**src/verilog/asw_pkg.sv**
```systemverilog
// package for the asynchronous sram strobe controller
// assumes one clock domain (mclk) and a synchronous active-high reset
package asw_pkg;
   localparam int ADDR_W = 19;
   localparam int DATA_W = 8;
   // cycles each strobe phase lasts at 50 ns per cycle
   localparam int SETUP_CYC = 1;
   localparam int PULSE_CYC = 1;
   localparam int RECOV_CYC = 1;
   // extra recovery on reads while the pin sample crosses the synchroniser
   localparam int SYNC_CYC = 1;
   localparam logic [1:0] CNT_RESET = 2'h0;

   typedef enum logic [2:0] {
      ASW_IDLE,
      ASW_SETUP,
      ASW_STROBE,
      ASW_RECOV
   } asw_state_e;

   typedef struct packed {
      logic cs_n;
      logic we_n;
      logic oe_n;
   } asw_strobe_s;

   typedef struct packed {
      logic write;
      logic [ADDR_W-1:0] addr;
      logic [DATA_W-1:0] wdata;
   } asw_req_s;
endpackage

```
**src/verilog/asw_ctrl.sv**
```systemverilog
// host-side controller that runs read and write cycles on an async sram
// assumes the memory pins sit outside mclk; read data comes back through a synchroniser
`timescale 1ns/1ps
// Overview of operation
// [RULE1] address valid before chip select falls
// [RULE2] strobes high whenever address changes
// [RULE3] never drive bus while memory outputs
// [RULE4] select falling with write keeps outputs off
// [RULE5] memory writes only in select-write overlap
// [RULE6] write spans last fall to first rise
// [RULE7] select, enable low, write high reads
// [RULE8] deselected memory ignores all strobes
module asw_ctrl #(
   parameter int ADDR_W = asw_pkg::ADDR_W,
   parameter int DATA_W = asw_pkg::DATA_W
) (
   input wire logic mclk,
   input wire logic reset,
   input wire logic req_valid,
   output logic req_ready,
   input wire asw_pkg::asw_req_s req,
   output logic rsp_valid,
   output logic [DATA_W-1:0] rsp_rdata,
   output logic [ADDR_W-1:0] mem_addr,
   output logic mem_cs_n,
   output logic mem_we_n,
   output logic mem_oe_n,
   input wire logic [DATA_W-1:0] mem_data_in,
   output logic [DATA_W-1:0] mem_data_out,
   output logic mem_data_oe
);
   typedef struct packed {
      asw_pkg::asw_state_e fsm;
      logic [1:0] cnt;
      logic write;
      logic [ADDR_W-1:0] addr;
      logic [DATA_W-1:0] wdata;
      asw_pkg::asw_strobe_s strobe;
      logic data_oe;
      logic rsp_valid;
      logic [DATA_W-1:0] rdata;
   } asw_ctrl_s;

   asw_ctrl_s state;
   asw_ctrl_s next_state;
   logic [DATA_W-1:0] rd_sync;

   asw_sync #(
      .WIDTH(DATA_W)
   ) u_rd_sync (
      .mclk(mclk),
      .reset(reset),
      .din(mem_data_in),
      .dout(rd_sync)
   );

   function automatic logic [1:0] cyc2(input int n);
      cyc2 = 2'((n < 1) ? 0 : n - 1);
   endfunction

   always_comb begin
      next_state = state;
      next_state.rsp_valid = 1'b0;
      case (state.fsm)
         asw_pkg::ASW_IDLE: begin
            // strobes are all high here, so the address may move
            next_state.strobe = '{cs_n: 1'b1, we_n: 1'b1, oe_n: 1'b1}; // [RULE2]
            next_state.data_oe = 1'b0;
            if (req_valid) begin
               next_state.addr = req.addr; // [RULE2]
               next_state.write = req.write;
               next_state.wdata = req.wdata;
               next_state.cnt = cyc2(asw_pkg::SETUP_CYC);
               next_state.fsm = asw_pkg::ASW_SETUP;
            end
         end
         asw_pkg::ASW_SETUP: begin
            // address has been out a full cycle before select falls
            if (state.cnt == asw_pkg::CNT_RESET) begin
               next_state.strobe.cs_n = 1'b0; // [RULE1]
               // write: select and write fall together so outputs stay off
               next_state.strobe.we_n = !state.write; // [RULE4] [RULE6]
               next_state.strobe.oe_n = state.write; // [RULE7]
               next_state.data_oe = state.write; // [RULE3]
               next_state.cnt = cyc2(asw_pkg::PULSE_CYC);
               next_state.fsm = asw_pkg::ASW_STROBE;
            end else begin
               next_state.cnt = state.cnt - 2'h1;
            end
         end
         asw_pkg::ASW_STROBE: begin
            if (state.cnt == asw_pkg::CNT_RESET) begin
               // write ends on the shared rising edge; data still held
               next_state.strobe = '{cs_n: 1'b1, we_n: 1'b1, oe_n: 1'b1}; // [RULE6] [RULE5]
               // reads wait longer: the sample taken while selected needs both
               // synchroniser flops before it can be latched
               next_state.cnt = state.write ? cyc2(asw_pkg::RECOV_CYC)
                  : cyc2(asw_pkg::RECOV_CYC + asw_pkg::SYNC_CYC);
               next_state.fsm = asw_pkg::ASW_RECOV;
            end else begin
               next_state.cnt = state.cnt - 2'h1;
            end
         end
         asw_pkg::ASW_RECOV: begin
            // data kept driven one cycle past the write end for hold time
            next_state.data_oe = 1'b0;
            if (state.cnt == asw_pkg::CNT_RESET) begin
               // stage two now holds the pin sample taken while still selected
               if (!state.write) begin
                  next_state.rdata = rd_sync; // [RULE7]
                  next_state.rsp_valid = 1'b1;
               end
               next_state.fsm = asw_pkg::ASW_IDLE;
            end else begin
               next_state.cnt = state.cnt - 2'h1;
            end
         end
         default: begin
            next_state.fsm = asw_pkg::ASW_IDLE;
         end
      endcase
   end

   always_ff @(posedge mclk) begin
      if (reset) begin
         state <= '{fsm: asw_pkg::ASW_IDLE, cnt: asw_pkg::CNT_RESET, write: 1'b0,
                    addr: '0, wdata: '0, strobe: '{cs_n: 1'b1, we_n: 1'b1, oe_n: 1'b1},
                    data_oe: 1'b0, rsp_valid: 1'b0, rdata: '0}; // [RULE8]
      end else begin
         state <= next_state;
      end
   end

   assign req_ready = (state.fsm == asw_pkg::ASW_IDLE);
   assign rsp_valid = state.rsp_valid;
   assign rsp_rdata = state.rdata;
   assign mem_addr = state.addr;
   assign mem_cs_n = state.strobe.cs_n;
   assign mem_we_n = state.strobe.we_n;
   assign mem_oe_n = state.strobe.oe_n;
   assign mem_data_out = state.wdata;
   assign mem_data_oe = state.data_oe;

   addr_stable_a: assert property (@(posedge mclk) disable iff (reset) // [RULE2]
      $changed(mem_addr) |-> (mem_cs_n || mem_we_n))
      else $error("address moved during a write");
   addr_first_a: assert property (@(posedge mclk) disable iff (reset) // [RULE1]
      $fell(mem_cs_n) |-> $stable(mem_addr))
      else $error("address changed as select fell");
   no_contend_a: assert property (@(posedge mclk) disable iff (reset) // [RULE3]
      (!mem_cs_n && !mem_oe_n) |-> !mem_data_oe)
      else $error("bus driven while memory outputs");
   we_with_cs_a: assert property (@(posedge mclk) disable iff (reset) // [RULE4]
      $fell(mem_we_n) |-> $fell(mem_cs_n) && mem_oe_n)
      else $error("write strobe fell apart from select");
   data_hold_a: assert property (@(posedge mclk) disable iff (reset) // [RULE6]
      $rose(mem_we_n) |-> mem_data_oe && $stable(mem_data_out))
      else $error("write data not held at write end");
   write_drive_a: assert property (@(posedge mclk) disable iff (reset) // [RULE5]
      (!mem_cs_n && !mem_we_n) |-> mem_data_oe)
      else $error("write overlap without driven data");
   read_answer_a: assert property (@(posedge mclk) disable iff (reset) // [RULE7]
      (req_valid && req_ready && !req.write) |-> ##5 rsp_valid)
      else $error("read answer not five cycles after request");
   idle_off_a: assert property (@(posedge mclk) disable iff (reset) // [RULE8]
      req_ready |-> mem_cs_n && mem_we_n && mem_oe_n)
      else $error("strobes active while idle");

   // address, handshake, strobe, bus drive and read answer checks
   addr_idle_only_a: assert property (@(posedge mclk) disable iff (reset) // [RULE2]
      $changed(mem_addr) |-> $past(req_ready))
      else $error("address moved outside idle");
   taken_busy_a: assert property (@(posedge mclk) disable iff (reset) // [RULE2]
      (req_valid && req_ready) |=> !req_ready)
      else $error("ready stayed high after a request was taken");
   oe_needs_cs_a: assert property (@(posedge mclk) disable iff (reset) // [RULE8]
      !mem_oe_n |-> !mem_cs_n)
      else $error("output enable low without select");
   we_needs_cs_a: assert property (@(posedge mclk) disable iff (reset) // [RULE6]
      !mem_we_n |-> !mem_cs_n)
      else $error("write strobe low without select");
   oe_we_excl_a: assert property (@(posedge mclk) disable iff (reset) // [RULE4]
      !mem_oe_n |-> mem_we_n)
      else $error("output enable and write strobe both low");
   drive_no_read_a: assert property (@(posedge mclk) disable iff (reset) // [RULE3]
      mem_data_oe |-> mem_oe_n)
      else $error("bus driven with output enable low");
   drive_release_a: assert property (@(posedge mclk) disable iff (reset) // [RULE3]
      $fell(mem_data_oe) |-> mem_cs_n && mem_we_n)
      else $error("bus released before write ended");
   idle_no_drive_a: assert property (@(posedge mclk) disable iff (reset) // [RULE3]
      req_ready |-> !mem_data_oe)
      else $error("bus driven while idle");
   write_end_a: assert property (@(posedge mclk) disable iff (reset) // [RULE6]
      ($rose(mem_cs_n) && !$past(mem_we_n)) |-> $rose(mem_we_n))
      else $error("select and write strobe rose apart");
   write_shape_a: assert property (@(posedge mclk) disable iff (reset) // [RULE5]
      (req_valid && req_ready && req.write) |->
         ##2 (!mem_cs_n && !mem_we_n && mem_oe_n && mem_data_oe))
      else $error("write strobes not low two cycles after request");
   read_shape_a: assert property (@(posedge mclk) disable iff (reset) // [RULE7]
      (req_valid && req_ready && !req.write) |->
         ##2 (!mem_cs_n && !mem_oe_n && mem_we_n && !mem_data_oe))
      else $error("read strobes not low two cycles after request");
   write_return_a: assert property (@(posedge mclk) disable iff (reset) // [RULE6]
      (req_valid && req_ready && req.write) |-> ##4 req_ready)
      else $error("write not finished four cycles after request");
   rsp_pulse_a: assert property (@(posedge mclk) disable iff (reset) // [RULE7]
      rsp_valid |=> !rsp_valid)
      else $error("read answer longer than one cycle");
   rdata_hold_a: assert property (@(posedge mclk) disable iff (reset) // [RULE7]
      $changed(rsp_rdata) |-> rsp_valid)
      else $error("read data moved without an answer");

   read_cov_c: cover property (@(posedge mclk) disable iff (reset)
      !mem_cs_n && !mem_oe_n ##1 mem_cs_n);
   write_cov_c: cover property (@(posedge mclk) disable iff (reset)
      !mem_cs_n && !mem_we_n ##1 mem_we_n);
   b2b_cov_c: cover property (@(posedge mclk) disable iff (reset)
      rsp_valid ##2 !mem_cs_n);
   b2b_wr_cov_c: cover property (@(posedge mclk) disable iff (reset)
      (req_valid && req_ready && req.write) ##4 (req_valid && req_ready && req.write));
   wr_rd_cov_c: cover property (@(posedge mclk) disable iff (reset)
      !mem_we_n ##[1:8] !mem_oe_n);
endmodule // asw_ctrl

```
**src/verilog/asw_sync.sv**
```systemverilog
// two-flop synchroniser for the data bus read back from the memory pins
// assumes the input is asynchronous to mclk
`timescale 1ns/1ps
module asw_sync #(
   parameter int WIDTH = 8
) (
   input wire logic mclk,
   input wire logic reset,
   input wire logic [WIDTH-1:0] din,
   output logic [WIDTH-1:0] dout
);
   typedef struct packed {
      logic [WIDTH-1:0] stage1;
      logic [WIDTH-1:0] stage2;
   } asw_sync_s;

   asw_sync_s state;
   asw_sync_s next_state;

   always_comb begin
      next_state = state;
      next_state.stage1 = din;
      next_state.stage2 = state.stage1;
   end

   always_ff @(posedge mclk) begin
      if (reset) begin
         state <= '0;
      end else begin
         state <= next_state;
      end
   end

   // only the second stage leaves the module
   assign dout = state.stage2;
endmodule // asw_sync
```
**config.mk**
```make
export PLATFORM = sky130hd
export DESIGN_NAME = asw_ctrl
export DESIGN_NICKNAME = d
export VERILOG_FILES = /design/src/verilog/asw_pkg.sv /design/src/verilog/asw_ctrl.sv /design/src/verilog/asw_sync.sv
export SDC_FILE = /design/constraint.sdc
export NUM_CORES = 1
export LEC_CHECK = 0
export BUFFER_PORTS_ARGS = -buffer_cell sky130_fd_sc_hd__clkbuf_2
export CAP_MARGIN = 20
export CORE_MARGIN = 10
export CORE_UTILIZATION = 50
export CTS_CLUSTER_SIZE = 16
export DETAILED_ROUTE_END_ITERATION = 7
export PLACE_DENSITY = 0.79
export SLEW_MARGIN = 10
export SYNTH_ARGS = -nofsm -noshare
export SYNTH_HDL_FRONTEND = slang
export SYNTH_SLANG_ARGS = --single-unit
export TNS_END_PERCENT = 30
```
**constraint.sdc**
```tcl
create_clock -name mclk -period 1.58 [get_ports mclk]
set_input_delay 0.395 -clock mclk [delete_from_list [all_inputs] [get_ports mclk]]
set_output_delay 0.395 -clock mclk [all_outputs]
set_load 0.05 [all_outputs]
```
# After elaboration in Yosys (flattened, before gate mapping)
# Cells that the tools add are included.
dict set report word_totals {
  output_inout_bits 41
  reg_bits 62
  word_cells 54
  in_bits 39
}
dict set report classes {
  eq_ne 8
  n_bitwise 3
  n_reduce_logical 14
  mux 15
  addsub 1
}
# operator count
set op_table {}
lappend op_table {{$mux 33} 1}
lappend op_table {{$mux 3} 4}
lappend op_table {{$pmux 3 s4} 1}
lappend op_table {{$ne 2x2->1 const B} 5}
lappend op_table {{$mux 9} 1}
lappend op_table {{$pmux 3 s3} 1}
lappend op_table {{$reduce_and 3->1} 3}
lappend op_table {{$pmux 2 s4} 1}
lappend op_table {{$eq 3x2->1 const B} 2}
lappend op_table {{$mux 2} 3}
lappend op_table {{$mux 4} 1}
lappend op_table {{$reduce_and 2->1} 2}
lappend op_table {{$reduce_and 4->1} 1}
lappend op_table {{$reduce_bool 4->1} 1}
lappend op_table {{$eq 3x1->1 const B} 1}
lappend op_table {{$logic_not 3->1} 1}
lappend op_table {{$not 1->1} 3}
lappend op_table {{$reduce_bool 3->1} 1}
lappend op_table {{$reduce_or 3->1} 1}
lappend op_table {{$logic_not 2->1} 1}
lappend op_table {{$pmux 1 s2} 1}
lappend op_table {{$reduce_bool 2->1} 1}
lappend op_table {{$reduce_or 2->1} 1}
lappend op_table {{$sub 2x1->2 const B} 1}
lappend op_table {{2 further kinds} 2}

# Longest topological paths before layout
# Gate-level depths: netlist of the first run.
dict set report depth {
  depth_word 4
  ltp_mapped 7
  depth_no_buf 6
}

# Hierarchy
# Synthesis of the first run repeated with hierarchy kept, for this count alone.
dict set report hier_totals {
  cells_unflattened 288
  area_unflattened_um2 2517.4
}
# mod n_inst seq_area_each_um2 cells_per_inst area_each_um2
set modules_own_cells {}
lappend modules_own_cells {asw_ctrl 1 900.9 255 2053.2}
lappend modules_own_cells {asw_sync 1 320.3 33 464.2}

# Least setup slack after synthesis of the first run
# OpenSTA, ideal clock, no wires.
dict set report synth_path {
  path_type {reg-to-reg}
  start {register state[43] (netlist bit)}
  end {register state, in the netlist mem_addr[11]}
  stages_incl_launch_ff 8
  t_arrival_ns 1.640
  n_path_buf 2
  period_less_slack_ns 1.710
  path_slack_ns -0.130
  t_required_ns 1.510
  setup_time_ns 0.070
  path_cell_list {dfxtp_1 inv_1 ha_1 and2_1 buf_2 buf_4 nand2_1 a21oi_1}
}
dict set report synth_between {
  elab_chain_len 2
}
# element line
set synth_rtl {}
lappend synth_rtl {{start, declared} asw_ctrl.sv:44} ;# asw_ctrl_s state;
lappend synth_rtl {{start signal, assigned} asw_ctrl.sv:126} ;# state <= '{fsm: asw_pkg::ASW_IDLE, cnt: asw_pkg::CNT_RESET, write: 1'b0,
lappend synth_rtl {{start signal, assigned} asw_ctrl.sv:130} ;# state <= next_state;
lappend synth_rtl {{$logic_not 3->1} --}
lappend synth_rtl {{net req_ready} asw_ctrl.sv:20} ;# output logic req_ready,
lappend synth_rtl {{$reduce_and 2->1 (no source line)} --}
# The timed path passes the listed nets, and every way through them passes these cells.
# A chain may end at the register's enable or synchronous reset.

# Worst setup path after layout of the first run
dict set report layout_path {
  start {register state[43] (netlist bit)}
  end {output port req_ready}
}
dict set report layout_between {
  elab_chain_len 1
}
# element line
set layout_rtl {}
lappend layout_rtl {{$logic_not 3->1} asw_ctrl.sv:134} ;# assign req_ready = (state.fsm == asw_pkg::ASW_IDLE);
lappend layout_rtl {{end, declared} asw_ctrl.sv:20}
# Every way passes these cells.

==> results of run 1 <==
worst max path at each step:
| stage | from | end | slack, ns | cells after the start |
|---|---|---|---|---|
| finish | state[43] | req_ready | 0.05 | 3 |
| global route | state[43] | state[44] | -0.05 | 5 |
| CTS | state[43] | req_ready | 0.04 | 3 |
| detailed placement | state[43] | mem_oe_n | -0.003 | 6 |
| global placement | state[43] | mem_cs_n | 0.1 | 6 |
| floorplan | state[43] | mem_addr[11] | 0.04 | 7 |
cells by family after synthesis:
logic type      share of synthesized area (%)
flops                                    49.2
buf+inv                                  13.6
fa+ha+maj                                4.54
mux                                      1.01
simple gates                             21.2
compound gates                           10.5
cell type report:
type	count	area (sq um)
clock buffers	11	151
fillers	440	1790
flip-flops and latches	61	1220
multi-input cells	176	950
inverters	4	15.0
well taps	67	83.8
repair buffers	85	462
clock inverters	5	82.6
flip-flops by register name, summed over array words and instances, names as in the netlist:
register,count
mem_addr,19
rsp_rdata,8
u_rd_sync.dout,8
mem_we_n,1
u_rd_sync.next_state,8
mem_data_oe,1
state,5
mem_data_out,8
mem_cs_n,1
rsp_valid,1
mem_oe_n,1
through the flow:
stage                     power (uW)  instance area [sq um]
after floorplan                 2610                   2480
after global placement          2750                   2700
after detailed placement        2770                   2700
after CTS                       4380                   2960
after global routing            4560                   2970
final                           4350                   2970
repair_timing:
item	in CTS	in global routing
endpoints found under the setup margin	1	12
resized for setup	7	3
pin swaps	0	0
where the power goes:
group | internal (uW) | switching (uW) | total, uW
logic | 329 | 718 | 1050
clock network | 973 | 601 | 1570
registers | 1660 | 67.8 | 1730
routing by layer:
metal	vias to the layer above	GRT usage, %	wire (um)
met2	55	20.8	2550
met4	0	6.50	72
met5	-	0	0
met1	859	14.1	2300
li1	983	-	-
met3	7	6.57	378
synth_stat cells:
| library cell | instances |
|---|---|
| a21oi_1 | 39 |
| o22ai_1 | 1 |
| mux2i_1 | 1 |
| nand2_2 | 1 |
| clkbuf_1 | 7 |
| nor2b_1 | 17 |
| o21ai_0 | 3 |
| a31o_2 | 1 |
| and2b_2 | 1 |
| o21bai_1 | 2 |
| nand3b_1 | 4 |
| and3_2 | 1 |
| mux2_4 | 1 |
| or2_1 | 1 |
| nand2b_1 | 3 |
| dfxtp_1 | 61 |
| o21ai_1 | 1 |
| o41ai_1 | 1 |
| buf_2 | 5 |
| nor3_1 | 1 |
| ha_1 | 9 |
| a21o_1 | 1 |
| nor2_1 | 5 |
| buf_4 | 36 |
| nand2_1 | 78 |
| inv_1 | 4 |
| nor2_2 | 2 |
| and2_1 | 1 |
| and2_0 | 1 |
cells in the final DEF, fill, tap and decap left out, types with 2 or more instances in the layout:
| cell type | n |
|---|---|
| nand2_1 | 78 |
| buf_4 | 5 |
| inv_1 | 2 |
| o21ai_0 | 3 |
| nor2_1 | 5 |
| dfxtp_1 | 59 |
| dfxtp_2 | 2 |
| ha_2 | 2 |
| inv_2 | 2 |
| ha_1 | 6 |
| clkbuf_2 | 78 |
| a21oi_1 | 39 |
| bufinv_16 | 2 |
| nand2b_1 | 3 |
| clkinvlp_4 | 3 |
| o21bai_1 | 2 |
| nor2_2 | 2 |
| clkbuf_8 | 12 |
| nand3b_1 | 4 |
| nor2b_1 | 17 |
==> impl_metrics.ini, run 1 <==
[cts]
worstSkewPairLatency_ns = 0.33
cts-root-buf = clkbuf_8
htree_levels = 3
cts_tree = done
cts_buffers = 9
cts.sinks = 61
cts_setup_buffers = 0
clockBufferDepth = 2
cts.reportedPaths.clkPinSlew_ns = 0.07
hold_buffers = 0

[job]
cap_viol_max_count = 0

[finish]
syn_to_final_growth_pct = 19.6
fin_cells = 409
fin_util_pct = 62.4
n_antenna_cell = 0
drive_gt1_share_pct = 33.9
nNetsFinal = 385

[floorplan]
initial_core_util_pct = 52.2
coreArea_sq_mm = 0.00475
die_h_um = 90.5
chipWidth_um = 90.5
dieArea_sq_mm = 0.00818
ioPinCount = 80
rows = 25

[worst_setup_path]
worstReg2RegStart = state[43]
arrival_ns = 1.13
crit_path_top_delay_cell = dfxtp_2
cp_num_buf_inv = 2
max_stage_delay_ns = 0.37
r2r-end = state[43]
startpoint_type = register
cp.required_ns = 1.18
criticalPathCategory = reg2out
worstPathCellList = inv_2 -> ha_4 -> clkbuf_8
reg2reg_setup_slack_ns = 0.10
crit_path_max_fanout = 5
endpoint_kind = primary output
r2r_cells = 5
crit_family = flip-flops

[routing]
first_pass_iters = 4
viasPerCell = 4.66
drc = 0
drt-wirelength-per-cell_um = 12.9
drt_iter0_markers = 109
ant_nets = 0
routed_wl_um = 5290
vias = 1904

[timing]
hold_viol = 0
min_period_ns = 1.53
hold_ws_ns = 0.263
slew_violations = 0
period_share_pct = 96.7
fin_ws_ns = 0.0514
relSlewSlack_pct = 75.4
clock.fmax_ghz = 0.654
worstMarginPinSlew_ns = 0.369
setup_tns_ns = 0
setup_viol = 0
fin_skew_ns = 0.00708

[worst_hold_path]
min_path_type = in2reg
hold_end = u_rd_sync.next_state[7]
worstHoldStart = mem_data_in[7]
holdPathStages = 2

[logic_synthesis]
ys_types = 29
syn_nets = 337
yosysWarnings = 0
ys_seq_elements = 61
netlist.area_leader.share_pct = 49.2
postSynthCellCount = 289
synth_area_leader_cell = dfxtp_1
avgSynthCellArea_sq_um = 8.59
synth.area.top_cells = dfxtp_1 (49%), nand2_1 (12%), buf_4 (11%)
ys_seq_area_share_pct = 49.2
syn-cell-area_sq_mm = 0.00248

[grt]
track_usage_pct = 13.1
antenna_found_initial = 0
grt_pass1_vias = 1892
grt_max_degree = 40
gr-total-overflow = 0
grt_pass1_wl_um = 8780

[placement]
gp_congestion = 0.864
io_buffers = 79
dpl.hpwl_um = 3850
placedCellCount = 393
pre_cts_ws_ns = -0.00321

[status]
status = finished, final reports clean

[pwr]
powerDensity_mw_per_mm2 = 1470
leakagePower_uw = 0.00132
ir_worst_vdd_uv = 801
(Power assumes the default switching activity.)
==> run 2, diff against run 1 <==
- CELL_PAD_IN_SITES_DETAIL_PLACEMENT: not set -> 1
- CELL_PAD_IN_SITES_GLOBAL_PLACEMENT: not set -> 1
- CORE_UTILIZATION: 50 -> 36
- PLACE_DENSITY: 0.79 -> not set
- PLACE_DENSITY_LB_ADDON: not set -> 0.1
==> run 2 against run 1 <==
Against the previous run: flip-flop and latch count unchanged; worst setup slack improved by 0.017 ns; sequential power about the same; final cell count increased by 3.4%; worst hold slack improved by 0.0093 ns; clock skew decreased by 0.00087 ns; non-clock buffer count increased by 1; combinational power increased by 5%; critical path depth unchanged; critical endpoint unchanged; largest power group is now the clock network.
==> impl_metrics.ini, run 2 (synthesis results as in run 1) <==
[worst_setup_path]
endpoint_kind = primary output
cp.required_ns = 1.18
startpoint_type = register
crit_path_max_fanout = 5
arrival_ns = 1.12
criticalPathCategory = reg2out

[grt]
grt_max_degree = 28
track_usage_pct = 11.4
antenna_found_initial = 0
grt_pass1_wl_um = 9450
grt_pass1_vias = 2006
gr-total-overflow = 0

[worst_hold_path]
min_path_type = in2reg

[placement]
gp_congestion = 0.691
dpl.hpwl_um = 4390
io_buffers = 79

[routing]
wl_met2_um = 2960
viasPerCell = 4.64
first_pass_iters = 4
routed_wl_um = 5950
drc = 0
wl_met3_um = 455
met1_length_um = 2430
vias = 1963
drt-wirelength-per-cell_um = 14.1
maxUsedRoutingLayer = met4
ant_nets = 0
drt_iter0_markers = 27

[timing]
slew_violations = 0
hold_ws_ns = 0.272
hold_viol = 0
min_period_ns = 1.51
relSlewSlack_pct = 75.3
clock.fmax_ghz = 0.662
setup_viol = 0
fin_skew_ns = 0.00621
period_share_pct = 95.7
rsz0062_at_grt = no
worstMarginPinSlew_ns = 0.370

[finish]
drive_gt1_share_pct = 34.1
final_cell_mix = nand2_1 (78), clkbuf_2 (78), dfxtp_1 (59)
largest_register_ff_count = 19
fin_util_pct = 45.4
syn_to_final_growth_pct = 23.4
nNetsFinal = 386
n_antenna_cell = 0

[floorplan]
dieArea_sq_mm = 0.0106
initial_core_util_pct = 36.7
die_h_um = 103
rows = 30
coreArea_sq_mm = 0.00676
ioPinCount = 80
chipWidth_um = 103

[pwr]
ir_worst_vdd_uv = 639
powerDensity_mw_per_mm2 = 1500
leakagePower_uw = 0.00136

[cts]
cts_tree = done
cts_setup_buffers = 0
cts_buffers = 9
cts-root-buf = clkbuf_8
cts.reportedPaths.clkPinSlew_ns = 0.06
worstSkewPairLatency_ns = 0.33
cts.sinks = 61
clockBufferDepth = 2
htree_levels = 3

[job]
cap_viol_max_count = 0

[status]
status = finished, final reports clean
run 2: what timing repair did:
item / 4_1_cts / 5_1_grt
setup endpoints to repair: 3 / 12
hold endpoints to repair: 0 / 0
hold buffers: 0 / 0
resized for setup: 7 / 6
run 2: worst paths after layout:
kind                          start                       to  slack, ns  cells after the start
setup / recovery          state[43]                req_ready       0.07                      3
hold / removal       mem_data_in[1]  u_rd_sync.next_state[1]       0.27                      2
setup reg to reg          state[43]             rsp_rdata[7]       0.11                      5
hold reg to reg   u_rd_sync.dout[2]             rsp_rdata[2]       0.44                      2
run 2: power by group:
part / leakage (uW) / switching [uW] / internal, uW / total, uW
registers: 0.000501 / 69.3 / 1660 / 1730
logic: 0.000728 / 734 / 364 / 1100
clock network: 0.000130 / 584 / 1180 / 1760
total: 0.00136 / 1390 / 3210 / 4590
run 2: layer usage:
metal / track usage (%) / up-vias
met3: 4.22 / 10
met2: 19.3 / 51
met1: 12.2 / 916
met4: 5.45 / 0
met5: 0 / -
li1: - / 986
run 2: layout make-up:
| class | instances | area, sq um |
|---|---|---|
| clock buffers | 13 | 169 |
| fillers | 818 | 3690 |
| repair buffers | 86 | 508 |
| flip-flops and latches | 61 | 1220 |
| multi-input cells | 176 | 958 |
| clock inverters | 3 | 90.1 |
| inverters | 4 | 15.0 |
| well taps | 80 | 100 |
run 2: stage by stage:
stage	total power, uW	setup slack, ns	cell area (sq um)	TNS, ns	std cells
floorplan	2610	0.0448	2480	0	289
global placement	2810	0.0443	2760	0	407
detailed placement	2830	-0.000394	2760	-0.000394	407
CTS	4650	0.0247	3040	0	423
global route	4830	0.0168	3060	0	423
finish	4590	0.0685	3060	0	423
run 2: critical path, cell delays in order, from the launching register on:
cell and delay, ns:
dfxtp_2 0.38, inv_2 0.07, ha_4 0.18, buf_8 0.15
==> run 3, diff against run 2 <==
- CORE_UTILIZATION: 36 -> 38
- CTS_BUF_LIST: not set -> sky130_fd_sc_hd__clkbuf_2
==> run 3 against run 2 <==
Against the previous run: the run now ends with negative setup slack left; worst hold slack got worse by 0.17 ns; wire length up 0.45%; first-iteration DRC count is 85% higher; utilization up 1.5 points; clock-buffer cell count shrank 2.
==> impl_metrics.ini, run 3 (synthesis results as in run 1) <==
[status]
status = finished with violations
violations = negative setup slack

[floorplan]
dieArea_sq_mm = 0.0102
coreArea_sq_mm = 0.00635
initial_core_util_pct = 39.1
ioPinCount = 80
chipWidth_um = 101
rows = 29
die_h_um = 101

[grt]
track_usage_pct = 11.8
grt.busiest_layer = met2
grt_max_degree = 36
use_met3_pct = 4.66
gr-total-overflow = 0
grtUsageMet1_pct = 12.7
grt_pass1_vias = 2012
met2_usage_pct = 19.6
antenna_found_initial = 0
grt_pass1_wl_um = 9640

[finish]
nNetsFinal = 389
largest_register_ff_count = 19
fill_cells = 789
drive_gt1_share_pct = 34.1
n_antenna_cell = 0
final_common_cell = nand2_1
syn_to_final_growth_pct = 19.9
final_cell_mix = nand2_1 (78), clkbuf_2 (70), dfxtp_1 (59)

[routing]
viasPerCell = 4.67
drt_iter0_markers = 50
first_pass_iters = 6
drt-wirelength-per-cell_um = 14.1
vias = 1975
drc = 0
routed_wl_um = 5970
ant_nets = 0

[timing]
period_share_pct = 103
worstMarginPinSlew_ns = 0.353
setup_viol = 1
min_period_ns = 1.63
fin_ws_ns = -0.0511
fin_skew_ns = 0.0198
hold_viol = 0
slew_violations = 0
relSlewSlack_pct = 76.5
clock.fmax_ghz = 0.613
rsz0062_at_grt = yes
setup_tns_ns = -0.0511

[worst_setup_path]
reg2reg_setup_slack_ns = 0.02
crit_path_max_fanout = 3
cp.required_ns = 1.18
arrival_ns = 1.24
endpoint_kind = primary output
criticalPathCategory = reg2out
startpoint_type = register

[pwr]
powerDensity_mw_per_mm2 = 1340
ir_worst_vdd_uv = 626
leakagePower_uw = 0.00134
p_total_uw = 3970

[cts]
hold_buffers = 0
cts-root-buf = clkbuf_2
worstSkewPairLatency_ns = 0.48
htree_levels = 3
cts_tree = done
cts.sinks = 61
clockBufferDepth = 2
cts.reportedPaths.clkPinSlew_ns = 0.18
cts_buffers = 9

[placement]
dpl.hpwl_um = 4350
gp_congestion = 0.697
io_buffers = 79

[worst_hold_path]
min_path_type = in2reg

[job]
cap_viol_max_count = 0
==> run 3: cell types whose count changed in the layout (fill, tap and decap cells not counted), moves of 2 or more <==
cell,before,now
clkbuf_2,78,70
buf_2,0,16
clkbuf_4,0,3
buf_4,3,6
clkinv_1,0,2
inv_4,0,2
clkbuf_8,12,0
inv_2,2,0
==> run 3: worst paths after layout <==
check,from,endpoint,depth (start not counted)
worst min register to register,u_rd_sync.next_state[1],u_rd_sync.dout[1],1
worst max-delay path,state[43],req_ready,3
worst min-delay path,req[3],mem_data_out[3],3
worst max register to register,state[43],state[44],6
==> run 3: through the flow <==
step / hold slack, ns / utilization, % / setup WS (ns) / cell area [sq um] / std cells
global route: 0.0810 / 46.9 / -0.117 / 2980 / 423
finish: 0.102 / 46.9 / -0.0511 / 2980 / 423
detailed placement: 0.427 / 43.3 / 0.00611 / 2750 / 403
global placement: 0.415 / 43.3 / 0.0561 / 2750 / 403
floorplan: 0.414 / - / 0.0448 / 2480 / 289
CTS: 0.0643 / 46.5 / -0.0909 / 2960 / 423
==> run 3: area by class of cell <==
| class | instances | area (sq um) | share of cell area, % |
|---|---|---|---|
| well taps | 77 | 96.3 | 3.24 |
| inverters | 4 | 20.0 | 0.673 |
| clock buffers | 11 | 55.1 | 1.85 |
| multi-input cells | 176 | 955 | 32.1 |
| clock inverters | 5 | 75.1 | 2.52 |
| flip-flops and latches | 61 | 1230 | 41.2 |
| repair buffers | 89 | 548 | 18.4 |
==> run 3: what timing repair did <==
action	4_1_cts	5_1_grt
pin swaps	1	3
setup endpoints to repair	6	29
buffers inserted	4	0
gates resized for setup	13	22
==> run 3: routing by layer <==
layer | part of all wire [%] | routed length, um
met1 | 40 | 2360
met2 | 51 | 3030
met4 | 1.5 | 91
met5 | 0 | 0
met3 | 8.1 | 486
==> run 3: power by group <==
| group | switching, uW | internal (uW) |
|---|---|---|
| registers | 63.9 | 1670 |
| clock network | 555 | 528 |
| logic | 755 | 406 |
| total | 1370 | 2600 |
==> run 3: worst max-delay path: stages, from the launching register on <==
cell	delay, ns
dfxtp_4	0.38
inv_4	0.07
ha_4	0.16
clkbuf_16	0.16
